### config.mk
export PLATFORM = sky130hd
export DESIGN_NAME = gpio_ports_d_e
export DESIGN_NICKNAME = d
export VERILOG_FILES = /design/src/design/gpio_de_pkg.sv /design/src/design/gpio_pin_mux.sv /design/src/design/gpio_readback.sv /design/src/design/gpio_ports_d_e.sv
export SDC_FILE = /design/constraint.sdc
export NUM_CORES = 1
export LEC_CHECK = 0
export ABC_AREA = 0
export BUFFER_PORTS_ARGS = -buffer_cell sky130_fd_sc_hd__buf_2
export CORE_ASPECT_RATIO = 0.75
export CORE_UTILIZATION = 44
export CTS_BUF_LIST = sky130_fd_sc_hd__clkbuf_8
export DETAILED_ROUTE_END_ITERATION = 16
export PLACE_DENSITY = 0.84
export SLEW_MARGIN = 20
export SYNTH_ARGS = -nofsm -noshare
export SYNTH_HDL_FRONTEND = slang
export SYNTH_HIERARCHICAL = 1
export SYNTH_SLANG_ARGS = --single-unit
### constraint.sdc
create_clock -name clk -period 1.3 [get_ports clk]
set_clock_uncertainty 0.1 [all_clocks]
set_input_delay 0.325 -clock clk [delete_from_list [all_inputs] [get_ports clk]]
set_output_delay 0.325 -clock clk [all_outputs]
set_load 0.005 [all_outputs]
### src/design/gpio_de_pkg.sv
// Purpose: Shared constants and carrier types for the port D / port E I/O block.
// Assumes: Byte-wide CPU register port with address, read and write strobes.
// Notes: Offsets without a printed value are placed next to the printed ones.
package gpio_de_pkg;

    // ***************************************************************
    // Register map
    // ***************************************************************
    localparam logic [15:0] ADDR_PORT_D_DATA = 16'h0003;
    localparam logic [15:0] ADDR_PORT_E_DATA = 16'h0008;
    localparam logic [15:0] ADDR_PORT_D_DIR = 16'h0007;
    localparam logic [15:0] ADDR_PORT_E_DIR = 16'h000C;
    localparam logic [15:0] ADDR_PORT_D_CTRL = 16'h000D;

    // ***************************************************************
    // Field layout and reset values
    // ***************************************************************
    localparam int PD_CTRL_SLOW6 = 0;
    localparam int PD_CTRL_SLOW7 = 1;
    localparam int PD_CTRL_PU6 = 2;
    localparam int PD_CTRL_PU7 = 3;
    localparam logic [7:0] PD_CTRL_WMASK = 8'h0F;
    localparam logic [7:0] DIR_RESET = 8'h00;
    localparam logic [7:0] CTRL_RESET = 8'h00;
    localparam logic [7:0] READ_IDLE = 8'h00;
    localparam logic [1:0] PORT_E_MASK = 2'h3;
    localparam int PIN_TX = 6;
    localparam int PIN_RX = 7;
    localparam int PIN_T1C0 = 4;
    localparam int PIN_T1C1 = 5;

    // Bus carrier from the CPU side.
    typedef struct packed
    {
        logic [15:0] addr;
        logic [7:0] wdata;
        logic wr;
        logic rd;
    } cpu_req_s;

    // Peripheral takeover request for one pin.
    typedef struct packed
    {
        logic take;
        logic out;
        logic oe;
    } pin_ovr_s;

    // Whole register state of the block.
    typedef struct packed
    {
        logic [7:0] pd_data;
        logic [7:0] pd_dir;
        logic [7:0] pd_ctrl;
        logic [1:0] pe_data;
        logic [1:0] pe_dir;
        logic [7:0] rdata;
    } regs_s;

endpackage

### src/design/gpio_pin_mux.sv
// Purpose: Per-pin driver selection between port logic and a peripheral.
// Assumes: Peripheral override request is already decoded.
// Notes: Purely combinational; open-drain only ever drives low.
`timescale 1ns/10ps
module gpio_pin_mux
(
    // Port logic side
    input wire logic latch_val,
    input wire logic dir_out,
    input wire logic open_drain,
    // Peripheral side
    input wire gpio_de_pkg::pin_ovr_s ovr,
    // Pin side
    output logic pin_out,
    output logic pin_oe
);
    logic val;
    logic en;

    always_comb
    begin
        val = ovr.take ? ovr.out : latch_val;
        en = ovr.take ? ovr.oe : dir_out;
        pin_out = val;
        // Open drain keeps the driver off while the value is high.
        // A peripheral that takes the pin also sets how it is driven.
        pin_oe = (open_drain && !ovr.take) ? (en & ~val) : en;
    end
endmodule

### src/design/gpio_readback.sv
// Purpose: Read-back selection of latch or pin level, one bit per pin.
// Assumes: Pin levels are synchronous to clk.
// Notes: Width is a parameter only so port D and port E share the code.
`timescale 1ns/10ps
module gpio_readback #(parameter int W = 8)
(
    // Inputs
    input wire logic [W-1:0] latch_val,
    input wire logic [W-1:0] dir_out,
    input wire logic [W-1:0] pin_level,
    // Result
    output logic [W-1:0] value
);
    genvar i;
    generate
        for (i = 0; i < W; i++)
        begin : g_bit
            assign value[i] = dir_out[i] ? latch_val[i] : pin_level[i];
        end
    endgenerate
endmodule

### src/design/gpio_ports_d_e.sv
// Purpose: Port D (8 pins) and port E (2 pins) data, direction and control logic.
// Assumes: CPU register access by address with read and write strobes, read data
//          one cycle after the read strobe.
// Notes: Data latches are not reset; direction and control bits are.
//
// Summary of operation
// - Eight writable port D latches; reset leaves their contents alone.
// - Port D direction 1 drives the pin, 0 leaves it an input.
// - Reset clears all port D direction bits.
// - Port D read gives latch where output, pin level where input.
// - Latch writes always land, but input pins still read the pin.
// - Serial enable hands pins 6 and 7 to transmit and receive.
// - Timer 1 edge/level selects take pins 4 and 5 for channels.
// - An option bit routes I2C data and clock onto pins 6 and 7 unless serial enable holds them.
// - Slow-edge bit makes pin 6 or 7 open-drain while no peripheral owns it; direction untouched.
// - Pull-up bit for pins 6 and 7 acts regardless of direction.
// - Two writable port E latches, direction per bit.
// - Port E direction 1 drives the pin, 0 leaves it an input.
// - Reset clears both port E direction bits.
// - Port E read gives latch where output, pin level where input.
// - Timer 2 edge/level selects take port E pins for channels.
`timescale 1ns/10ps
module gpio_ports_d_e
(
    // Clock and reset
    input wire logic clk,
    input wire logic rst_n,
    // CPU register port
    input wire gpio_de_pkg::cpu_req_s cpu,
    output logic [7:0] cpu_rdata,
    // Peripheral control
    input wire logic serial_iface_enable,
    input wire logic serial_tx,
    output logic serial_rx,
    input wire logic [1:0] timer1_edge_level_select_ch0,
    input wire logic [1:0] timer1_edge_level_select_ch1,
    input wire logic [1:0] timer1_out,
    input wire logic [1:0] timer1_oe,
    output logic [1:0] timer1_in,
    input wire logic [1:0] timer2_edge_level_select_ch0,
    input wire logic [1:0] timer2_edge_level_select_ch1,
    input wire logic [1:0] timer2_out,
    input wire logic [1:0] timer2_oe,
    output logic [1:0] timer2_in,
    input wire logic i2c_on_port_d,
    input wire logic i2c_sda_oe,
    input wire logic i2c_scl_oe,
    output logic i2c_sda_in,
    output logic i2c_scl_in,
    // Port D pins
    input wire logic [7:0] port_d_in,
    output logic [7:0] port_d_out,
    output logic [7:0] port_d_oe,
    output logic [1:0] port_d_pullup_enable,
    output logic [1:0] slow_edge_open_drain_enable,
    // Port E pins
    input wire logic [1:0] port_e_in,
    output logic [1:0] port_e_out,
    output logic [1:0] port_e_oe
);
    // ***************************************************************
    // State
    // ***************************************************************
    gpio_de_pkg::regs_s st_r;
    gpio_de_pkg::regs_s st_nxt;
    logic [7:0] pd_view;
    logic [1:0] pe_view;
    gpio_de_pkg::pin_ovr_s [7:0] pd_ovr;
    gpio_de_pkg::pin_ovr_s [1:0] pe_ovr;
    logic [7:0] pd_od;

    // ***************************************************************
    // Read-back multiplexers
    // ***************************************************************
    gpio_readback #(.W(8)) u_rb_d
    (
        .latch_val(st_r.pd_data),
        .dir_out(st_r.pd_dir),
        .pin_level(port_d_in),
        .value(pd_view)
    );

    gpio_readback #(.W(2)) u_rb_e
    (
        .latch_val(st_r.pe_data),
        .dir_out(st_r.pe_dir),
        .pin_level(port_e_in),
        .value(pe_view)
    );

    // ***************************************************************
    // Peripheral takeover
    // ***************************************************************
    // A timer channel owns its pin whenever its edge/level select is non-zero.
    // The serial interface wins over I2C when both claim pins 6 and 7.
    always_comb
    begin
        pd_ovr = '0;
        pe_ovr = '0;
        pd_ovr[gpio_de_pkg::PIN_T1C0] = '{|timer1_edge_level_select_ch0,
                                         timer1_out[0], timer1_oe[0]};
        pd_ovr[gpio_de_pkg::PIN_T1C1] = '{|timer1_edge_level_select_ch1,
                                         timer1_out[1], timer1_oe[1]};
        pe_ovr[0] = '{|timer2_edge_level_select_ch0, timer2_out[0], timer2_oe[0]};
        pe_ovr[1] = '{|timer2_edge_level_select_ch1, timer2_out[1], timer2_oe[1]};
        if (serial_iface_enable)
        begin
            pd_ovr[gpio_de_pkg::PIN_TX] = '{1'b1, serial_tx, 1'b1};
            pd_ovr[gpio_de_pkg::PIN_RX] = '{1'b1, 1'b1, 1'b0};
        end
        else if (i2c_on_port_d)
        begin
            // I2C lines only ever pull low.
            pd_ovr[gpio_de_pkg::PIN_TX] = '{1'b1, 1'b0, i2c_sda_oe};
            pd_ovr[gpio_de_pkg::PIN_RX] = '{1'b1, 1'b0, i2c_scl_oe};
        end
    end

    always_comb
    begin
        pd_od = '0;
        pd_od[gpio_de_pkg::PIN_TX] = st_r.pd_ctrl[gpio_de_pkg::PD_CTRL_SLOW6];
        pd_od[gpio_de_pkg::PIN_RX] = st_r.pd_ctrl[gpio_de_pkg::PD_CTRL_SLOW7];
    end

    // ***************************************************************
    // Pin drivers
    // ***************************************************************
    genvar i;
    generate
        for (i = 0; i < 8; i++)
        begin : g_pd
            gpio_pin_mux u_mux
            (
                .latch_val(st_r.pd_data[i]),
                .dir_out(st_r.pd_dir[i]),
                .open_drain(pd_od[i]),
                .ovr(pd_ovr[i]),
                .pin_out(port_d_out[i]),
                .pin_oe(port_d_oe[i])
            );
        end
        for (i = 0; i < 2; i++)
        begin : g_pe
            gpio_pin_mux u_mux
            (
                .latch_val(st_r.pe_data[i]),
                .dir_out(st_r.pe_dir[i]),
                .open_drain(1'b0),
                .ovr(pe_ovr[i]),
                .pin_out(port_e_out[i]),
                .pin_oe(port_e_oe[i])
            );
        end
    endgenerate

    // Pull-ups follow the control bits only, not the direction.
    assign port_d_pullup_enable = {st_r.pd_ctrl[gpio_de_pkg::PD_CTRL_PU7],
                                   st_r.pd_ctrl[gpio_de_pkg::PD_CTRL_PU6]};
    assign slow_edge_open_drain_enable = {st_r.pd_ctrl[gpio_de_pkg::PD_CTRL_SLOW7],
                                          st_r.pd_ctrl[gpio_de_pkg::PD_CTRL_SLOW6]};

    // Peripherals always see the raw pin level.
    assign serial_rx = port_d_in[gpio_de_pkg::PIN_RX];
    assign i2c_sda_in = port_d_in[gpio_de_pkg::PIN_TX];
    assign i2c_scl_in = port_d_in[gpio_de_pkg::PIN_RX];
    assign timer1_in = {port_d_in[gpio_de_pkg::PIN_T1C1], port_d_in[gpio_de_pkg::PIN_T1C0]};
    assign timer2_in = port_e_in;
    assign cpu_rdata = st_r.rdata;

    // ***************************************************************
    // Register access
    // ***************************************************************
    always_comb
    begin
        st_nxt = st_r;
        st_nxt.rdata = gpio_de_pkg::READ_IDLE;
        if (cpu.wr)
        begin
            if (cpu.addr == gpio_de_pkg::ADDR_PORT_D_DATA)
            begin
                st_nxt.pd_data = cpu.wdata;
            end
            else if (cpu.addr == gpio_de_pkg::ADDR_PORT_E_DATA)
            begin
                st_nxt.pe_data = cpu.wdata[1:0];
            end
            else if (cpu.addr == gpio_de_pkg::ADDR_PORT_D_DIR)
            begin
                st_nxt.pd_dir = cpu.wdata;
            end
            else if (cpu.addr == gpio_de_pkg::ADDR_PORT_E_DIR)
            begin
                st_nxt.pe_dir = cpu.wdata[1:0] & gpio_de_pkg::PORT_E_MASK;
            end
            else if (cpu.addr == gpio_de_pkg::ADDR_PORT_D_CTRL)
            begin
                st_nxt.pd_ctrl = cpu.wdata & gpio_de_pkg::PD_CTRL_WMASK;
            end
        end
        if (cpu.rd)
        begin
            if (cpu.addr == gpio_de_pkg::ADDR_PORT_D_DATA)
            begin
                st_nxt.rdata = pd_view;
            end
            else if (cpu.addr == gpio_de_pkg::ADDR_PORT_E_DATA)
            begin
                st_nxt.rdata = {6'h00, pe_view};
            end
            else if (cpu.addr == gpio_de_pkg::ADDR_PORT_D_DIR)
            begin
                st_nxt.rdata = st_r.pd_dir;
            end
            else if (cpu.addr == gpio_de_pkg::ADDR_PORT_E_DIR)
            begin
                st_nxt.rdata = {6'h00, st_r.pe_dir};
            end
            else if (cpu.addr == gpio_de_pkg::ADDR_PORT_D_CTRL)
            begin
                st_nxt.rdata = st_r.pd_ctrl;
            end
        end
    end

    // ***************************************************************
    // State registers
    // ***************************************************************
    // Latches keep their value across reset, so the reset branch leaves the
    // latch fields out; they simply hold while rst_n is low. The cost is a
    // hold path on those flops, traded for a single state register.
    always_ff @(posedge clk or negedge rst_n)
    begin
        if (!rst_n)
        begin
            st_r.pd_dir <= gpio_de_pkg::DIR_RESET;
            st_r.pe_dir <= gpio_de_pkg::DIR_RESET[1:0];
            st_r.pd_ctrl <= gpio_de_pkg::CTRL_RESET;
            st_r.rdata <= gpio_de_pkg::READ_IDLE;
        end
        else
        begin
            st_r <= st_nxt;
        end
    end
endmodule

==> impl_metrics.py <==
metrics = {
    "cts": {
        "root_buffer": "clkbuf_8",
        "clk_latency_ps": 290,
        "cts_tree": "built",
        "clkTransAtPathRegs_ps": 70,
        "h-tree-depth": 2,
        "cts-buffers-inserted": 5,
        "cts_max_path_buffers": 2,
        "clkSinkCount": 32,
    },
    "floorplan": {
        "fp-row-count": 21,
        "initial_core_util_pct": 47.0,
        "coreArea_um2": 4570,
        "die_width_um": 82.7,
        "die-area_um2": 5170,
        "top_level_ports": 98,
        "die_h_um": 62.5,
    },
    "yosys": {
        "yosysUniqueCellTypes": 35,
        "ys_top_cells_by_count": "mux2_4 (28), dfrtp_1 (22), buf_4 (19)",
        "postSynthAreaPerCell_um2": 12.2,
        "yosysTopAreaCellShare_pct": 25.6,
        "ys_ff_latch": 32,
        "synth_edf_count": 10,
        "yosys_warnings": 6,
        "ys_seq_area_share_pct": 39.6,
        "synthTopCellsByArea": "dfrtp_1 (26%), mux2_4 (20%), edfxtp_1 (14%), buf_4 (6.6%), a21bo_2 (4.7%)",
        "synth-async-reset-ratio_pct": 68.8,
        "synth.most_common_cell": "mux2_4",
        "synthFlopType": "dfrtp_1",
        "yosysTopAreaCell": "dfrtp_1",
        "synth_area_um2": 2150,
        "syn_inst": 176,
    },
    "setup_path": {
        "cp_top_family": "flip-flops",
        "worst-path-buf-inv": 1,
        "crit_chain": "a21bo_2 > o21ai_2 > buf_2",
        "worstPathArrival_ps": 1190,
        "worstPathRequired_ps": 880,
        "regToRegStartpoint": "st_r[23]",
        "critPathKind": "flip-flop to primary output",
        "endpoint_kind": "primary output",
        "cpPeakStageDelay_ps": 440,
        "rrSetupSlack_ps": -240,
        "critPathSlowestCell": "edfxtp_1",
        "critPathMaxFanout": 3,
        "cp-startpoint": "st_r[35]",
        "cp-start-kind": "flip-flop",
    },
    "place": {
        "finalWeightedCongestion": 0.880,
        "post_dp_cell_area_um2": 2970,
        "io_buffer_count": 97,
        "hpwl_um": 4310,
        "post-place-ws_ps": -550,
    },
    "routing": {
        "ant_nets": 0,
        "viasPerCell": 5.13,
        "drc": 0,
        "first_pass_iters": 4,
        "avgRoutedWirePerCell_um": 17.8,
        "drtIter0Drc": 92,
        "routed_wirelength_um": 7120,
        "vias": 2053,
    },
    "global_route": {
        "antenna_found_initial": 0,
        "grt_overflow": 0,
        "grt_max_degree": 23,
        "first_global_vias": 2121,
        "grt_pass1_wl_um": 10100,
        "grt.total_usage_pct": 26.3,
    },
    "flow_run": {
        "cap_violations": 0,
    },
    "sta": {
        "final_max_slew_viol_count": 0,
        "setup_ws_ps": -311,
        "fmax_mhz": 621,
        "finalSetupViolCount": 54,
        "min_period_over_period_pct": 124,
        "final-hold-violation-count": 0,
        "rsz0062_at_grt": "true",
        "period_minus_slack_ps": 1610,
    },
    "layout": {
        "multi_input_area_um2": 1410,
        "design_area_um2": 3590,
        "final_util_pct": 78.6,
        "fin_nets": 401,
        "seqCellArea_um2": 851,
        "drive_gt1_share_pct": 70.8,
        "syn_to_final_growth_pct": 67.2,
        "fill_cells": 260,
        "antennaDiodeCount": 0,
    },
    "power_and_ir_drop": {
        "power_density_nw_per_um2": 728,
        "power.leakage_nw": 1.83,
        "ir_worst_vdd_mv": 0.578,
    },
    "min_path": {
        "holdCritPathClass": "input port to flip-flop",
        "min-delay-start": "cpu[8]",
    },
    "outcome": {
        "status": "complete, but fails checks",
        "violations": "negative setup slack",
    },
}
worst paths after layout:
path / cells past startpoint / to
worst min-delay path: 1 / st_r[34]
worst max-delay path: 3 / port_d_oe[7]
min in group asynchronous: 3 / cpu_rdata[1]
worst min register to register: 1 / st_r[26]
worst max register to register: 6 / cpu_rdata[3]
max in group asynchronous: 3 / st_r[23]
report_power, final:
part,switching [mW],internal [mW],leakage [nW],total (mW)
Combinational,0.223,0.290,1.37,0.513
Sequential,0.000120,1.04,0.397,1.04
Clock,0.387,0.676,0.0645,1.06
Total,0.610,2.01,1.83,2.61
through the flow:
| stage | hold WS [ps] | power [mW] | cells | setup TNS, ps |
|---|---|---|---|---|
| 6_report | 128 | 2.61 | 400 | -10220 |
| 5_1_grt | 130 | 2.70 | 400 | -12600 |
| 4_1_cts | 125 | 2.57 | 397 | -8980 |
| 3_5_place_dp | 284 | 1.47 | 368 | -16760 |
| 3_3_place_gp | 273 | 1.46 | 368 | -15290 |
| 2_1_floorplan | -70.6 | 1.25 | 203 | -7290 |
cells in the final DEF, fill, tap and decap left out, types with 6 or more instances in the layout:
master	n
a21bo_2	9
buf_2	70
buf_4	48
buf_6	33
clkbuf_8	7
conb_1	28
dfrtp_1	22
edfxtp_1	10
mux2_4	34
nand2_1	13
o21ai_2	10
or2_4	6
area by class of cell:
class,count,area share [%]
inverter,1,0.104
clock inverter,1,0.836
tap,57,1.99
multi-input combinational,148,39.3
timing repair buffer,154,31.4
sequential,32,23.7
clock buffer,7,2.68
registers in the layout, summed over array words and instances (netlist names):
register,flops
port_d_pullup_enable,2
cpu_rdata,8
slow_edge_open_drain_enable,2
st_r,20
layer usage:
layer  share of wire, %  vias to the layer above  global-route usage [%]  wire (um)
met5                  0                        -                       0          0
met4                4.0                        0                    11.4        283
met3                6.3                       27                    5.69        451
met2                 50                      105                    44.2       3550
met1                 40                      988                    31.8       2840
li1                   -                      933                       -          -
kinds of logic (layout without fill, tap and decap cells):
kind of cell / after synthesis / in the layout / share of synthesized area, %
compound gates: 32 / 32 / 12.5
buf+inv: 23 / 163 / 7.45
flops: 32 / 32 / 39.6
mux: 40 / 40 / 25.5
other cells: 1 / 28 / 0.175
simple gates: 48 / 48 / 14.8
timing repair:
| item | in CTS | in global routing |
|---|---|---|
| gates resized for setup | 37 | 20 |
| setup endpoints to repair | 54 | 54 |
| pin swaps | 17 | 7 |
| hold endpoints to repair | 22 | 0 |
| hold buffers | 1 | 0 |
| buffers inserted | 21 | 5 |
(Power assumes the default switching activity.)
